## src/rtl/parity_xcvr_pkg.sv

```systemverilog
// constants and types for the dual parity bus transceiver
package parity_xcvr_pkg;
    localparam int          BUS_W      = 8;
    localparam int          FIFO_DEPTH = 8;
    localparam int          FIFO_AW    = 3;
    localparam int          WORD_W     = BUS_W + 1;
    localparam logic        FLAG_RST   = 1'b1;
    typedef enum logic [1:0] {
        MODE_A_TO_B,
        MODE_B_TO_A,
        MODE_ISOLATE,
        MODE_A_TO_B_INV
    } xfer_mode_t;
endpackage : parity_xcvr_pkg

```

## src/rtl/word_fifo.sv

```systemverilog
// small synchronous fifo with valid and ready on both sides
`timescale 1ns/10ps
module word_fifo #(
    parameter int WIDTH = 9,
    parameter int DEPTH = 8,
    parameter int AW    = 3
) (
    // clock and reset
    input  wire logic             clk,
    input  wire logic             rst_n,
    // fill side
    input  wire logic             in_valid,
    output logic                  in_ready,
    input  wire logic [WIDTH-1:0] in_data,
    // drain side
    output logic                  out_valid,
    input  wire logic             out_ready,
    output logic      [WIDTH-1:0] out_data
);
    logic [WIDTH-1:0] mem [DEPTH];
    logic [AW:0]      count;
    logic [AW:0]      next_count;
    logic [AW-1:0]    wr_ptr;
    logic [AW-1:0]    next_wr_ptr;
    logic [AW-1:0]    rd_ptr;
    logic [AW-1:0]    next_rd_ptr;
    logic             push;
    logic             pop;

    always_comb begin
        in_ready    = (count != (AW+1)'(DEPTH));
        out_valid   = (count != '0);
        push        = in_valid && in_ready;
        pop         = out_valid && out_ready;
        next_wr_ptr = push ? wr_ptr + 1'b1 : wr_ptr;
        next_rd_ptr = pop ? rd_ptr + 1'b1 : rd_ptr;
        next_count  = count + (AW+1)'(push) - (AW+1)'(pop);
    end

    always_ff @(posedge clk) begin
        if (!rst_n) begin
            count  <= '0;
            wr_ptr <= '0;
            rd_ptr <= '0;
        end else begin
            count  <= next_count;
            wr_ptr <= next_wr_ptr;
            rd_ptr <= next_rd_ptr;
        end
    end

    always_ff @(posedge clk) begin
        if (push) begin
            mem[wr_ptr] <= in_data;
        end
    end

    assign out_data = mem[rd_ptr];
endmodule : word_fifo

```

## src/rtl/dual_parity_bus_transceiver.sv

```systemverilog
// two-section 8-bit to 9-bit parity bus transceiver with error flags
//
// What this block does
// - two identical sections, each A bus, B bus, check bit, clock, clear, flag
// - b enable low, a enable high: drive B with A, check bit odd-parity low
// - b enable high, a enable low: drive A with B, check bit is input
// - check result high when B plus check bit has odd high count
// - flag updates only on sample clock rising edge with clear high
// - clear low forces flag high regardless of everything else
// - sampled flag goes low on low check or already low; errors stick
// - flag is open drain: only pulls low or releases
// - both enables high: A, B and check bit all released
// - isolation: clocked flag checks A bus, goes low on even high count of A
// - both enables low: pass A to B with deliberately inverted parity
`timescale 1ns/10ps
module dual_parity_bus_transceiver
    import parity_xcvr_pkg::*;
(
    // clock and reset
    input  wire logic                  clk,
    input  wire logic                  rst_n,
    // shared enables
    input  wire logic                  a_side_drive_enable_n,
    input  wire logic                  b_side_drive_enable_n,
    // section 1 pins
    input  wire logic [parity_xcvr_pkg::BUS_W-1:0] s1_a_in,
    output logic      [parity_xcvr_pkg::BUS_W-1:0] s1_a_out,
    output logic                       s1_a_oe,
    input  wire logic [parity_xcvr_pkg::BUS_W-1:0] s1_b_in,
    output logic      [parity_xcvr_pkg::BUS_W-1:0] s1_b_out,
    output logic                       s1_b_oe,
    input  wire logic                  section1_check_bit_in,
    output logic                       section1_check_bit_out,
    output logic                       section1_check_bit_oe,
    input  wire logic                  section1_sample_clock,
    input  wire logic                  section1_flag_clear_n,
    output logic                       section1_parity_fault_n_out,
    output logic                       section1_parity_fault_n_oe,
    // section 2 pins
    input  wire logic [parity_xcvr_pkg::BUS_W-1:0] s2_a_in,
    output logic      [parity_xcvr_pkg::BUS_W-1:0] s2_a_out,
    output logic                       s2_a_oe,
    input  wire logic [parity_xcvr_pkg::BUS_W-1:0] s2_b_in,
    output logic      [parity_xcvr_pkg::BUS_W-1:0] s2_b_out,
    output logic                       s2_b_oe,
    input  wire logic                  section2_check_bit_in,
    output logic                       section2_check_bit_out,
    output logic                       section2_check_bit_oe,
    input  wire logic                  section2_sample_clock,
    input  wire logic                  section2_flag_clear_n,
    output logic                       section2_parity_fault_n_out,
    output logic                       section2_parity_fault_n_oe,
    // fault word stream from both sections
    output logic                       fault_valid,
    input  wire logic                  fault_ready,
    output logic [1:0]                 fault_word,
    output logic                       fault_overrun
);
    import parity_xcvr_pkg::*;

    // high when count of ones is odd
    function automatic logic odd_ones(input logic [WORD_W-1:0] v);
        return ^v;
    endfunction : odd_ones

    xfer_mode_t  mode;
    logic [1:0]  chk;
    logic [1:0]  edge_seen;
    logic [1:0]  clr_n;
    logic [1:0]  sclk;
    logic [1:0]  sclk_d;
    logic [1:0]  next_sclk_d;
    logic [1:0]  flag;
    logic [1:0]  next_flag;
    logic [1:0]  fell;
    logic        fifo_in_ready;
    logic        push;
    logic [WORD_W-1:0] fifo_out;
    logic        overrun;
    logic        next_overrun;

    always_comb begin
        case ({b_side_drive_enable_n, a_side_drive_enable_n})
            2'b01:   mode = MODE_A_TO_B;
            2'b10:   mode = MODE_B_TO_A;
            2'b11:   mode = MODE_ISOLATE;
            default: mode = MODE_A_TO_B_INV;
        endcase
    end

    // bus drive; outside logic owns undriven lines
    always_comb begin
        s1_a_out = s1_b_in;
        s2_a_out = s2_b_in;
        s1_b_out = s1_a_in;
        s2_b_out = s2_a_in;
        s1_a_oe  = (mode == MODE_B_TO_A);
        s2_a_oe  = s1_a_oe;
        s1_b_oe  = (mode == MODE_A_TO_B) || (mode == MODE_A_TO_B_INV);
        s2_b_oe  = s1_b_oe;
        section1_check_bit_oe = s1_b_oe;
        section2_check_bit_oe = s1_b_oe;
        // odd parity generation, inverted in diagnostic mode
        section1_check_bit_out = odd_ones({1'b0, s1_a_in})
                                 ^ (mode == MODE_A_TO_B);
        section2_check_bit_out = odd_ones({1'b0, s2_a_in})
                                 ^ (mode == MODE_A_TO_B);
    end

    // check result; in isolation it is odd parity of A
    always_comb begin
        if (mode == MODE_ISOLATE) begin
            chk[0] = odd_ones({1'b0, s1_a_in});
            chk[1] = odd_ones({1'b0, s2_a_in});
        end else begin
            chk[0] = odd_ones({section1_check_bit_in, s1_b_in});
            chk[1] = odd_ones({section2_check_bit_in, s2_b_in});
        end
        sclk      = {section2_sample_clock, section1_sample_clock};
        clr_n     = {section2_flag_clear_n, section1_flag_clear_n};
        edge_seen = sclk & ~sclk_d;
        next_sclk_d = sclk;
        for (int i = 0; i < 2; i++) begin
            if (!clr_n[i]) begin
                next_flag[i] = FLAG_RST;
            end else if (edge_seen[i]) begin
                next_flag[i] = flag[i] & chk[i];
            end else begin
                next_flag[i] = flag[i];
            end
        end
        fell  = flag & ~next_flag;
        push  = (|fell) && fifo_in_ready;
        next_overrun = overrun | ((|fell) && !fifo_in_ready);
    end

    always_ff @(posedge clk) begin
        if (!rst_n) begin
            flag    <= {2{FLAG_RST}};
            sclk_d  <= '0;
            overrun <= 1'b0;
        end else begin
            flag    <= next_flag;
            sclk_d  <= next_sclk_d;
            overrun <= next_overrun;
        end
    end

    // open drain flag pins
    always_comb begin
        section1_parity_fault_n_out = 1'b0;
        section2_parity_fault_n_out = 1'b0;
        section1_parity_fault_n_oe  = ~flag[0];
        section2_parity_fault_n_oe  = ~flag[1];
        fault_overrun               = overrun;
    end

    word_fifo #(
        .WIDTH (WORD_W),
        .DEPTH (FIFO_DEPTH),
        .AW    (FIFO_AW)
    ) u_fifo (
        .clk       (clk),
        .rst_n     (rst_n),
        .in_valid  (push),
        .in_ready  (fifo_in_ready),
        .in_data   ({{(WORD_W-2){1'b0}}, fell}),
        .out_valid (fault_valid),
        .out_ready (fault_ready),
        .out_data  (fifo_out)
    );
    assign fault_word = fifo_out[1:0];
endmodule : dual_parity_bus_transceiver

```

## config.mk

```make
export PLATFORM = sky130hd
export DESIGN_NAME = dual_parity_bus_transceiver
export DESIGN_NICKNAME = d
export VERILOG_FILES = /design/src/rtl/parity_xcvr_pkg.sv /design/src/rtl/word_fifo.sv /design/src/rtl/dual_parity_bus_transceiver.sv
export SDC_FILE = /design/constraint.sdc
export NUM_CORES = 1
export LEC_CHECK = 0
export BUFFER_PORTS_ARGS = -buffer_cell sky130_fd_sc_hd__buf_2
export CAP_MARGIN = 20
export CORE_ASPECT_RATIO = 0.6
export CORE_MARGIN = 2
export CORE_UTILIZATION = 41
export DETAILED_ROUTE_END_ITERATION = 6
export PLACE_DENSITY = 0.77
export REMOVE_ABC_BUFFERS = 1
export SLEW_MARGIN = 30
export SYNTH_ARGS = -nofsm -noshare
export SYNTH_HDL_FRONTEND = slang
export SYNTH_SLANG_ARGS = --single-unit
```

## constraint.sdc

```tcl
create_clock -name clk -period 2.1 [get_ports clk]
set_input_delay 0.105 -clock clk [delete_from_list [all_inputs] [get_ports clk]]
set_output_delay 0.105 -clock clk [all_outputs]
set_load 0.005 [all_outputs]
```

======== After elaboration in Yosys (flattened, before gate mapping) ========
Memories as Yosys holds them, arrays and structs flattened. A register that Yosys moved wholly into a read port is not among the register bits.
Cells that the tools add are included.
cells by class
  $add $sub $neg .......................... 4
  equal/unequal tests ..................... 7
  muxes and demuxes ....................... 10
  bitwise logic cells ..................... 11
  reduce and logical (&&, ||, !) cells .... 13
operator list
  cell                 count
  $reduce_xor 9->1     4
  $eq 2x2->1 const B   4
  $add 3x1->3 const B  2
  $mux 1               6
  $mux 3               2
  $pmux 2 s3           1
  $add 4x1->4          1
  $and 2x2->2          2
  $eq 2x1->1 const B   2
  $logic_and 1x1->1    4
  $ne 4x4->1 const B   1
  $not 2->2            2
  $reduce_bool 4->1    1
  $sub 4x1->4          1
  $and 1x1->1          2
  $logic_not 2->1      1
  $mux 2               1
  $not 1->1            2
  $reduce_or 2->1      1
  $xor 1x1->1          2
  $logic_not 1->1      1
  $logic_or 1x1->1     1
  $or 1x1->1           1
word-level totals
  register bits ........................... 15
  memory bits (writable) .................. 16
  input port bits ......................... 43
  output and inout bits ................... 48
  logic and storage cells ................. 52
  memories ................................ 1
memories
  memory      depth  width  read ports  clocked after memory_dff  write ports  RTL line         text
  u_fifo.mem  8      2      1           1                         1            word_fifo.sv:20  logic [WIDTH-1:0] mem [DEPTH];

======== Logic depth before layout (Yosys ltp) ========
Gate-level depths: netlist (run 1).
  depth in word-level cells ............... 14
  depth in mapped cells ................... 12
  gate-level depth less buffers ........... 12

======== Hierarchy ========
A second synthesis (run 1) with hierarchy kept.
second synthesis, totals
  cell total of the unflattened synthesis .. 282
  area, all modules ....................... 4,345.4 um^2
modules (own cells, without submodules)
  module                       instances  cells each  area an instance (um^2)  sequential area each (um^2)
  word_fifo                    1          181         3,484.6                  2,422.3
  dual_parity_bus_transceiver  1          101         860.8                    100.1

======== Least setup slack after synthesis (run 1) ========
Ideal clock, no wire load.
  path type ............................... input to register
  from .................................... input s1_b_in[5] (netlist name)
  to ...................................... register u_fifo.count[2]
  setup time .............................. 115 ps
  data arrival time ....................... 2,075 ps
  data required time ...................... 1,985 ps
  slack ................................... -90 ps
  stages on the path ...................... 11
  buffers on the path ..................... 1
  path through ............................ xor2_1 -> xnor3_1 -> mux2_4 -> o211ai_2 -> a21boi_2 -> buf_6 -> ha_1 -> inv_1 -> fa_1 -> xnor2_1 -> and2_1
on the way
  cells in the longest elaborated chain, start to end .. 12
ends and longest elaborated chain
  element               RTL line                            text
  start, declared       dual_parity_bus_transceiver.sv:29   input wire logic [parity_xcvr_pkg::BUS_W-1:0] s1_b_in,
  $reduce_xor 9->1      dual_parity_bus_transceiver.sv:63   return ^v;
  $mux 2                dual_parity_bus_transceiver.sv:112  if (mode == MODE_ISOLATE) begin
  $and 1x1->1           dual_parity_bus_transceiver.sv:127  next_flag[i] = flag[i] & chk[i];
  $mux 1                dual_parity_bus_transceiver.sv:126  end else if (edge_seen[i]) begin
  $mux 1                dual_parity_bus_transceiver.sv:124  if (!clr_n[i]) begin
  $not 2->2             dual_parity_bus_transceiver.sv:132  fell = flag & ~next_flag;
  $and 2x2->2           dual_parity_bus_transceiver.sv:132
  $reduce_or 2->1       dual_parity_bus_transceiver.sv:133  push = (|fell) && fifo_in_ready;
  $logic_and 1x1->1     dual_parity_bus_transceiver.sv:133
  $logic_and 1x1->1     word_fifo.sv:33                     push = in_valid && in_ready;
  via u_fifo.push       word_fifo.sv:27                     logic push;
  $add 4x1->4           word_fifo.sv:37                     next_count = count + (AW+1)'(push) - (AW+1)'(pop);
  $sub 4x1->4           word_fifo.sv:37
  end signal, assigned  word_fifo.sv:46                     count <= next_count;
  end, declared         word_fifo.sv:21                     logic [AW:0] count;
The timed path passes the listed nets, and every way through them passes these cells.
A chain may end at the register's enable or synchronous reset.

======== Final worst setup path (run 1) ========
  from .................................... register u_fifo.count[3]
  to ...................................... register u_fifo.count[2]
on the way
  elaborated cells on any way between the ends .. 7
  classes of those cells .................. add/sub: 2; eq/ne: 1; reduce/logical: 4
RTL lines
  element            RTL line         text
  $reduce_bool 4->1  word_fifo.sv:32  out_valid = (count != '0);
  $logic_and 1x1->1  word_fifo.sv:34  pop = out_valid && out_ready;
  via u_fifo.pop     word_fifo.sv:28  logic pop;
  $sub 4x1->4        word_fifo.sv:37
The timed path passes the listed nets, and every way through them passes these cells.

==> results.py, run 1 <==
metrics = {
    "final_layout": {
        "diodes": 0,
        "fillCellCount": 480,
        "nets": 315,
        "area_delta_synth_final_pct": 19.2,
        "postLayoutCellArea_um2": 2610,
        "drive_gt1_frac": 0.473,
    },
    "timing": {
        "rsz0062_at_grt": "false",
        "fin_crit_sh": 0.933,
        "fin_worst_skew_ns": 0.00628,
        "final_hold_viol_count": 0,
        "post-route-min-period_ns": 1.96,
        "maxSlewViolCount": 0,
        "setup_ws_ns": 0.140,
        "fmax_mhz": 510,
        "setup_violations": 0,
    },
    "floorplan": {
        "row_count": 20,
        "die-height_um": 60.7,
        "fp.dieW_um": 98.4,
        "dieArea_um2": 5970,
        "initial_core_util": 0.430,
        "coreArea_um2": 5100,
        "ios": 91,
    },
    "yosys": {
        "synthMuxAreaShare": 0.0787,
        "synthCells": 197,
        "async_reset_ff_frac": 0,
        "synth-edff-count": 16,
        "synth-adder-area-share": 0.0548,
        "synth_top_family_by_area": "buffers and inverters",
        "synthFlopType": "dfxtp_1",
        "synth_warnings": 0,
        "synth_area_um2": 2190,
        "avgSynthCellArea_um2": 11.1,
        "synth_cell_type_count": 40,
        "ys_seq_elements": 34,
        "synth_xor_area_frac": 0.148,
        "seq_area_frac_synth": 0.383,
        "synth-compound-area-share": 0.0445,
        "synth_simple_gate_area_frac": 0.126,
    },
    "global_routing": {
        "grt_pass1_vias": 1506,
        "gr-usage-met2": 0.248,
        "grt_max_degree": 20,
        "use_met3": 0.0438,
        "grtUsageTotal": 0.139,
        "grt_overflow_total": 0,
        "grt_pass1_wl_mm": 6.46,
        "grt_antenna_before_repair": 0,
        "grt_busiest_layer": "met2",
        "use_met1": 0.170,
    },
    "routing": {
        "wirelength_mm": 3.88,
        "vias": 1493,
        "drc": 0,
        "dr.pass1.iters": 4,
        "drtIter0Drc": 18,
        "drt.antenna.violating_nets": 0,
        "wl_per_cell_um": 11.8,
        "viasPerCell": 4.52,
    },
    "place": {
        "hpwl_mm": 3.26,
        "place_congestion": 0.760,
        "pre_cts_ws_ns": -0.177,
        "placement.io_buffers": 88,
        "place_area_um2": 2490,
    },
    "critical_path": {
        "start_kind": "register",
        "worstPathArrival_ns": 2.13,
        "critPathRequiredTime_ns": 2.27,
        "r2r_cells": 12,
        "worst_setup_path_end_kind": "register",
        "crit_type": "register to register",
        "crit_path_max_fanout": 2,
    },
    "power": {
        "pwr-share-seq": 0.365,
        "pwr-share-comb": 0.390,
        "power.switching_uw": 670,
        "p_clk_frac": 0.245,
        "power_density_nw_per_um2": 885,
        "internal_power_mw": 1.64,
        "total_leakage_power_nw": 1.25,
        "peakVddDrop_mv": 0.318,
        "finalPower_mw": 2.31,
        "swShare": 0.289,
    },
    "clock_tree": {
        "cts.htree.levels": 2,
        "root_buffer": "clkbuf_8",
        "numCtsBuffers": 5,
        "clockBufferDepth": 2,
        "postCtsHoldBufs": 0,
        "cts.sinks": 34,
        "cts.clk_slew.worst_paths_ns": 0.07,
        "clk_latency_ns": 0.28,
        "cts_tree": "done",
    },
    "status": {
        "status": "completed",
    },
    "run": {
        "cap_violations": 0,
    },
    "min_path": {
        "min_path_cells": 2,
        "hold_class": "input pin to register",
    },
}
## repair_timing
action / in CTS / in global routing
endpoints found under the setup margin: 0 / 2
resized for setup: 0 / 6
setup buffers: 0 / 0
## worst max-delay path, stage by stage (launching register included)
cell and delay (ns):
dfxtp_1 0.33, inv_1 0.05, ha_2 0.16, nand2_2 0.06
nand2_1 0.07, inv_2 0.06, ha_2 0.25, inv_1 0.06
ha_2 0.16, inv_1 0.05, fa_2 0.33, xnor2_1 0.12
and2_1 0.15
## final timing paths
| path | start | endpoint | slack [ns] |
|---|---|---|---|
| min | section2_flag_clear_n | flag[1] | 0.01 |
| min reg2reg | fault_overrun | fault_overrun | 0.47 |
| max | u_fifo.count[3] | u_fifo.count[2] | 0.14 |
| max reg2reg | u_fifo.count[3] | u_fifo.count[2] | 0.14 |
## cell type report
type                    instances  area [um2]  area share
repair buffers                 99         523       0.200
multi-input cells             110        1010       0.387
clock inverters                 2        33.8      0.0129
flip-flops and latches         34         841       0.322
inverters                      13        48.8      0.0187
clock buffers                   6        72.6      0.0278
well taps                      66        82.6      0.0316
## kinds of logic after synthesis
group	Yosys count
AOI/OAI and AO/OA	11
xor gates and xnor gates	30
buffers and inverters	54
DFF	34
muxes	11
adders and majority gates	9
other	1
and+or+nand+nor	47
## power by group through the flow
stage / clock network (mW) / logic, mW / registers (mW)
finish: 0.567 / 0.902 / 0.844
global route: 0.607 / 1.01 / 0.854
CTS: 0.578 / 0.893 / 0.845
detailed placement: 0 / 0.888 / 0.859
global placement: 0 / 0.865 / 0.855
floorplan: 0 / 0.559 / 0.846
## metal layers
| layer | wire, um | vias up |
|---|---|---|
| met1 | 1780 | 698 |
| met5 | 0 | - |
| met3 | 196 | 2 |
| met4 | 19 | 0 |
| li1 | - | 753 |
| met2 | 1890 | 40 |
## stage by stage
step / setup TNS (ns) / hold WS, ns / cells / utilization
detailed placement: -0.488 / 0.301 / 322 / 0.489
CTS: 0 / 0.00981 / 330 / 0.510
global route: 0 / 0.0218 / 330 / 0.512
floorplan: -0.223 / 0.177 / 157 / -
global placement: -0.199 / 0.290 / 322 / 0.489
finish: 0 / 0.0121 / 330 / 0.512
## cells in the final DEF (no fill, tap or decap), drive strengths merged, types with 2 or more instances in the layout
cell     n
xnor3    4
xnor2   23
clkbuf   6
mux2     4
conb     2
mux2i    3
a21boi   2
edfxtp  16
dfxtp   18
a21oi    3
nor2b    4
nor2     3
inv     13
o211ai   4
ha       8
mux4     4
and4b    3
nand3    3
buf     99
and3     3
nand2b   3
xor2     3
nand2   15
and2     8
## flip-flops by register name, indices dropped and copies added (netlist names), named ones only
| name | cells |
|---|---|
| sclk_d | 2 |
| flag | 2 |
| u_fifo.count | 4 |
| fault_overrun | 1 |
| u_fifo.rd_ptr | 3 |
| u_fifo.mem | 16 |
| u_fifo.wr_ptr | 3 |
## cell usage after synthesis, types with 3 or more instances
cell type / count / area, um2
buf_4: 39 / 293
xnor2_1: 22 / 193
dfxtp_1: 18 / 360
edfxtp_1: 16 / 480
nand2_1: 14 / 52.6
inv_1: 13 / 48.8
and2_1: 8 / 50.1
ha_1: 8 / 100
mux4_2: 4 / 90.1
nor2b_1: 4 / 25.0
xnor3_1: 4 / 90.1
a21oi_1: 3 / 15.0
and4b_1: 3 / 30.0
mux2i_1: 3 / 30.0
nand2b_1: 3 / 18.8
nand3_1: 3 / 15.0
nor2_1: 3 / 11.3
xor2_1: 3 / 26.3
No activity file was read; power rests on OpenSTA's default activity.
==> run 2, diff against run 1 <==
--- a/config.mk
+++ b/config.mk
@@ -8,7 +8,7 @@
 export BUFFER_PORTS_ARGS = -buffer_cell sky130_fd_sc_hd__buf_2
 export CAP_MARGIN = 20
 export CORE_ASPECT_RATIO = 0.6
-export CORE_MARGIN = 2
+export CORE_MARGIN = 3
 export CORE_UTILIZATION = 41
 export DETAILED_ROUTE_END_ITERATION = 6
 export PLACE_DENSITY = 0.77
==> run 2 against run 1 <==
- first-iteration DRC count increased to 4.1 times the previous value
- maximum frequency decreased by 3.4%
- core utilization increased by 3.4 points
- clock-buffer cell count increased by 1
- flip-flop and latch count unchanged
- largest cell class unchanged
- register-to-register slack got worse by 0.07 ns
- via count increased by 4.1%
- global-route usage increased by 0.16 points
- final cell count decreased by 0.61%
- non-clock buffer count increased by 1
- design area increased by 1.4%
==> results.py, run 2 (same netlist as run 1, synthesis figures left out) <==
metrics = {
    "status": {
        "status": "completed",
    },
    "final_layout": {
        "reg_top3": "u_fifo.mem x16, u_fifo.count x4",
        "drive_gt1_frac": 0.491,
        "diodes": 0,
        "layout_commonest_cell": "buf_2",
        "final_cell_mix": "buf_2 (88), xnor2_1 (22), dfxtp_1 (16), edfxtp_1 (16), nand2_1 (12)",
        "regMostFlops": "u_fifo.mem",
        "area_delta_synth_final_pct": 20.8,
        "stdcell_count": 328,
        "nets": 316,
        "largest_register_ffs": 16,
        "postLayoutCellArea_um2": 2650,
        "fillCellCount": 424,
    },
    "floorplan": {
        "coreArea_um2": 4850,
        "fp.dieW_um": 100,
        "row_count": 19,
        "die-height_um": 62.7,
        "initial_core_util": 0.452,
        "ios": 91,
        "dieArea_um2": 6290,
    },
    "clock_tree": {
        "root_buffer": "clkbuf_8",
        "clk_latency_ns": 0.29,
        "post_cts_buffers": 0,
        "cts.clk_slew.worst_paths_ns": 0.07,
        "clockBufferDepth": 2,
        "cts.sinks": 34,
        "cts.htree.levels": 2,
        "numCtsBuffers": 5,
        "cts_tree": "done",
    },
    "routing": {
        "wl_per_cell_um": 13.7,
        "drtIter0Drc": 74,
        "vias": 1554,
        "dr.pass1.iters": 4,
        "wirelength_mm": 4.48,
        "drc": 0,
        "viasPerCell": 4.74,
        "drt.antenna.violating_nets": 0,
    },
    "timing": {
        "setup_ws_ns": 0.0708,
        "maxSlewViolCount": 0,
        "final_hold_viol_count": 0,
        "fmax_mhz": 493,
        "fin_worst_skew_ns": 0.00837,
        "setup_violations": 0,
        "fin_crit_sh": 0.966,
        "post-route-min-period_ns": 2.03,
    },
    "place": {
        "placement.io_buffers": 88,
        "hpwl_mm": 3.63,
        "place_congestion": 0.862,
        "place_area_um2": 2480,
        "dp.cells": 318,
        "pre_cts_ws_ns": -0.154,
    },
    "global_routing": {
        "grt_overflow_total": 0,
        "grt_antenna_before_repair": 0,
        "grtUsageTotal": 0.141,
        "grt_pass1_vias": 1434,
        "grt_max_degree": 20,
        "grt_pass1_wl_mm": 6.93,
    },
    "critical_path": {
        "r2r_cells": 12,
        "worstPathArrival_ns": 2.21,
        "critPathRequiredTime_ns": 2.28,
        "crit_type": "register to register",
        "cp-startpoint": "u_fifo.count[2]",
        "start_kind": "register",
        "endpoint": "u_fifo.count[2]",
        "worst_setup_path_end_kind": "register",
        "r2r_end": "u_fifo.count[2]",
        "path_cells": "inv_2 > ha_1 > nand2_2 > nand2_2 > inv_2 > ha_2 > inv_1 > ha_2 > inv_1 > fa_2 > xnor2_1 > and2_1",
        "critical_path.reg2reg.startpoint": "u_fifo.count[2]",
        "cp_slowest_cell": "fa_2",
        "rrSetupSlack_ns": 0.07,
        "crit_path_max_fanout": 3,
        "crit_path_max_incr_delay_ns": 0.33,
    },
    "power": {
        "total_leakage_power_nw": 1.26,
        "power_density_nw_per_um2": 911,
        "peakVddDrop_mv": 0.368,
    },
    "run": {
        "cap_violations": 0,
    },
    "min_path": {
        "hold_class": "input pin to register",
    },
}
-- run 2: cell count changes in the layout (fill, tap and decap cells not counted), sizes merged --
cell / before / now
bufinv: 1 / 0
dlygate4sd3: 0 / 2
clkbuf: 6 / 7
buf: 99 / 98
-- run 2: routing by layer --
metal	vias up	track usage	part of all wire
met4	0	0.0487	0.017
met3	8	0.0368	0.046
li1	754	-	-
met2	49	0.215	0.48
met5	-	0	0
met1	743	0.193	0.45
-- run 2: metrics by stage --
step                TNS (ns)  utilization  total power, mW  hold WS [ns]
floorplan             -0.223            -             1.40         0.177
global placement      -0.208        0.512             1.73         0.294
detailed placement    -0.409        0.512             1.76         0.298
CTS                        0        0.543             2.39        0.0260
global route         -0.0103        0.546             2.57        0.0310
finish                     0        0.546             2.41        0.0305
-- run 2: how the worst min path moves through the flow --
stage	cells after the start	startpoint	to	slack, ns
global route	2	section2_sample_clock	sclk_d[1]	0.03
global placement	2	section2_flag_clear_n	flag[1]	0.29
detailed placement	2	section1_flag_clear_n	flag[0]	0.30
CTS	2	section2_sample_clock	sclk_d[1]	0.03
finish	2	section2_sample_clock	sclk_d[1]	0.03
floorplan	1	section1_flag_clear_n	flag[0]	0.18
-- run 2: final cells by class --
cell class,instances,area [um2],share of cell area
inverters,13,48.8,0.0184
clock buffers,7,119,0.0449
well taps,63,78.8,0.0297
repair buffers,100,536,0.202
flip-flops and latches,34,843,0.318
multi-input cells,110,1020,0.383
clock inverters,1,8.76,0.00331
-- run 2: where the power goes --
group,internal (mW),leakage (nW),switching (mW)
logic,0.520,0.902,0.426
registers,0.781,0.298,0.0691
clock network,0.379,0.0647,0.239
total,1.68,1.26,0.734
-- run 2: timing repair --
| item | CTS | global route |
|---|---|---|
| resized for setup | 1 | 9 |
| endpoints found under the setup margin | 1 | 2 |
| hold endpoints to repair | 2 | 0 |
| hold buffers | 2 | 0 |
| pin swaps | 0 | 0 |
-- run 2: critical path, delay by kind of cell, from the launching register on --
| kind | cells | cell delay (ns) |
|---|---|---|
| simple gates | 3 | 0.32 |
| flops | 1 | 0.32 |
| buf+inv | 4 | 0.21 |
| fa+ha+maj | 4 | 0.96 |
| xor+xnor | 1 | 0.12 |
==> run 3, diff against run 2 <==
--- a/config.mk
+++ b/config.mk
@@ -7,11 +7,13 @@
 export LEC_CHECK = 0
 export BUFFER_PORTS_ARGS = -buffer_cell sky130_fd_sc_hd__buf_2
 export CAP_MARGIN = 20
+export CELL_PAD_IN_SITES_DETAIL_PLACEMENT = 0
+export CELL_PAD_IN_SITES_GLOBAL_PLACEMENT = 1
 export CORE_ASPECT_RATIO = 0.6
 export CORE_MARGIN = 3
-export CORE_UTILIZATION = 41
+export CORE_UTILIZATION = 33
 export DETAILED_ROUTE_END_ITERATION = 6
-export PLACE_DENSITY = 0.77
+export PLACE_DENSITY = 0.81
 export REMOVE_ABC_BUFFERS = 1
 export SLEW_MARGIN = 30
 export SYNTH_ARGS = -nofsm -noshare
==> run 3 against run 2 <==
- critical path depth unchanged
- flip-flop and latch count unchanged
- die area up 22%
- sequential power down 0.7%
- largest cell class unchanged
==> results.py, run 3 (same netlist as run 1, synthesis figures left out) <==
metrics = {
    "status": {
        "status": "completed",
    },
    "final_layout": {
        "largest_register_ffs": 16,
        "nets": 315,
        "postLayoutCellArea_um2": 2630,
        "regMostFlops": "u_fifo.mem",
        "layout_commonest_cell": "buf_2",
        "area_delta_synth_final_pct": 20.0,
        "final_cell_mix": "buf_2 (88), xnor2_1 (22), dfxtp_1 (17), edfxtp_1 (16)",
        "drive_gt1_frac": 0.492,
        "reg_top3": "u_fifo.mem x16, u_fifo.count x4",
        "diodes": 0,
    },
    "clock_tree": {
        "cts_tree": "done",
        "clk_latency_ns": 0.28,
        "post_cts_buffers": 0,
        "clockBufferDepth": 2,
        "numCtsBuffers": 5,
        "cts.htree.levels": 2,
        "root_buffer": "clkbuf_8",
        "cts.clk_slew.worst_paths_ns": 0.07,
        "cts.sinks": 34,
    },
    "routing": {
        "drtIter0Drc": 26,
        "drt.antenna.violating_nets": 0,
        "viasPerCell": 4.26,
        "wirelength_mm": 4.13,
        "vias": 1482,
        "wl_per_cell_um": 11.9,
        "drc": 0,
        "dr.pass1.iters": 2,
    },
    "timing": {
        "fin_worst_skew_ns": 0.00388,
        "setup_violations": 0,
        "maxSlewViolCount": 0,
        "post-route-min-period_ns": 1.98,
        "fmax_mhz": 505,
        "rsz0062_at_grt": "false",
        "final_hold_viol_count": 0,
        "fin_crit_sh": 0.942,
        "setup_ws_ns": 0.121,
    },
    "min_path": {
        "min_path_cells": 2,
        "hold_path_end": "flag[0]",
        "hold_class": "input pin to register",
        "min-delay-start": "section1_flag_clear_n",
    },
    "power": {
        "internal_power_mw": 1.56,
        "swShare": 0.307,
        "total_leakage_power_nw": 1.24,
        "p_clk_frac": 0.222,
        "power.switching_uw": 690,
        "pwr-share-comb": 0.403,
        "pwr-share-seq": 0.375,
        "peakVddDrop_mv": 0.335,
        "power_density_nw_per_um2": 855,
    },
    "place": {
        "placement.io_buffers": 88,
        "place_congestion": 0.738,
        "hpwl_mm": 3.44,
        "pre_cts_ws_ns": -0.187,
        "place_area_um2": 2520,
    },
    "critical_path": {
        "r2r_end": "u_fifo.count[2]",
        "crit_path_max_fanout": 2,
        "crit_type": "register to register",
        "worstPathArrival_ns": 2.15,
        "start_kind": "register",
        "critPathRequiredTime_ns": 2.28,
        "rrSetupSlack_ns": 0.12,
        "critical_path.reg2reg.startpoint": "u_fifo.count[2]",
        "cp-startpoint": "u_fifo.count[2]",
        "r2r_cells": 12,
        "worst_setup_path_end_kind": "register",
    },
    "run": {
        "cap_violations": 0,
    },
    "floorplan": {
        "fp.dieW_um": 111,
        "die-height_um": 69.2,
        "dieArea_um2": 7690,
        "ios": 91,
        "coreArea_um2": 6280,
        "row_count": 22,
        "initial_core_util": 0.349,
    },
    "global_routing": {
        "grt_overflow_total": 0,
        "grtUsageTotal": 0.109,
        "grt_antenna_before_repair": 0,
        "grt_pass1_wl_mm": 6.93,
        "grt_max_degree": 20,
        "grt_pass1_vias": 1516,
    },
}
[run 3: worst max-delay path: stages (launching register included)]
cell and delay (ns):
dfxtp_1 0.31, inv_1 0.06, ha_2 0.18, nand2_2 0.07, nand2_2 0.06, inv_2 0.06, ha_2 0.26, inv_1 0.05
ha_2 0.17, inv_1 0.05, fa_2 0.33, xnor2_1 0.12, and2_1 0.15
[run 3: power by group through the flow]
| stage | Sequential, mW | Combinational [mW] | Clock [mW] |
|---|---|---|---|
| 2_1_floorplan | 0.846 | 0.559 | 0 |
| 3_3_place_gp | 0.855 | 0.875 | 0 |
| 3_5_place_dp | 0.857 | 0.888 | 0 |
| 4_1_cts | 0.843 | 0.894 | 0.517 |
| 5_1_grt | 0.858 | 1.03 | 0.559 |
| 6_report | 0.844 | 0.908 | 0.500 |
[run 3: area by class of cell]
class / count / area (um2)
fillers: 615 / 3640
multi-input cells: 110 / 1020
flip-flops and latches: 34 / 842
repair buffers: 99 / 523
well taps: 84 / 105
clock buffers: 6 / 82.6
inverters: 13 / 48.8
clock inverters: 2 / 12.5
[run 3: what timing repair did]
item | in CTS | in global routing
gates resized for setup | 0 | 9
hold endpoints to repair | 0 | 0
hold buffers | 0 | 0
setup endpoints to repair | 0 | 3
[run 3: stage by stage]
stage / cells / hold slack (ns) / util / TNS [ns] / power, mW
after CTS: 348 / 0.00403 / 0.416 / 0 / 2.25
after floorplan: 157 / 0.177 / - / -0.223 / 1.40
after global routing: 348 / 0.00854 / 0.419 / 0 / 2.45
after global placement: 340 / 0.292 / 0.401 / -0.363 / 1.73
final: 348 / 0.0137 / 0.419 / 0 / 2.25
after detailed placement: 340 / 0.300 / 0.401 / -0.415 / 1.75
[run 3: per-layer routing]
metal	GRT usage	vias to the layer above	part of all wire
li1	-	751	-
met1	0.143	681	0.46
met2	0.180	48	0.48
met3	0.0272	2	0.056
met4	0.0283	0	0.0034
met5	0	-	0
[run 3: how the worst max path moves through the flow]
stage,end,slack [ns],depth (start not counted)
2_1_floorplan,u_fifo.count[2],-0.17,10
3_3_place_gp,u_fifo.count[2],-0.16,11
3_5_place_dp,u_fifo.count[2],-0.19,11
4_1_cts,u_fifo.count[2],0.03,12
5_1_grt,u_fifo.count[2],0.03,12
6_report,u_fifo.count[2],0.12,12
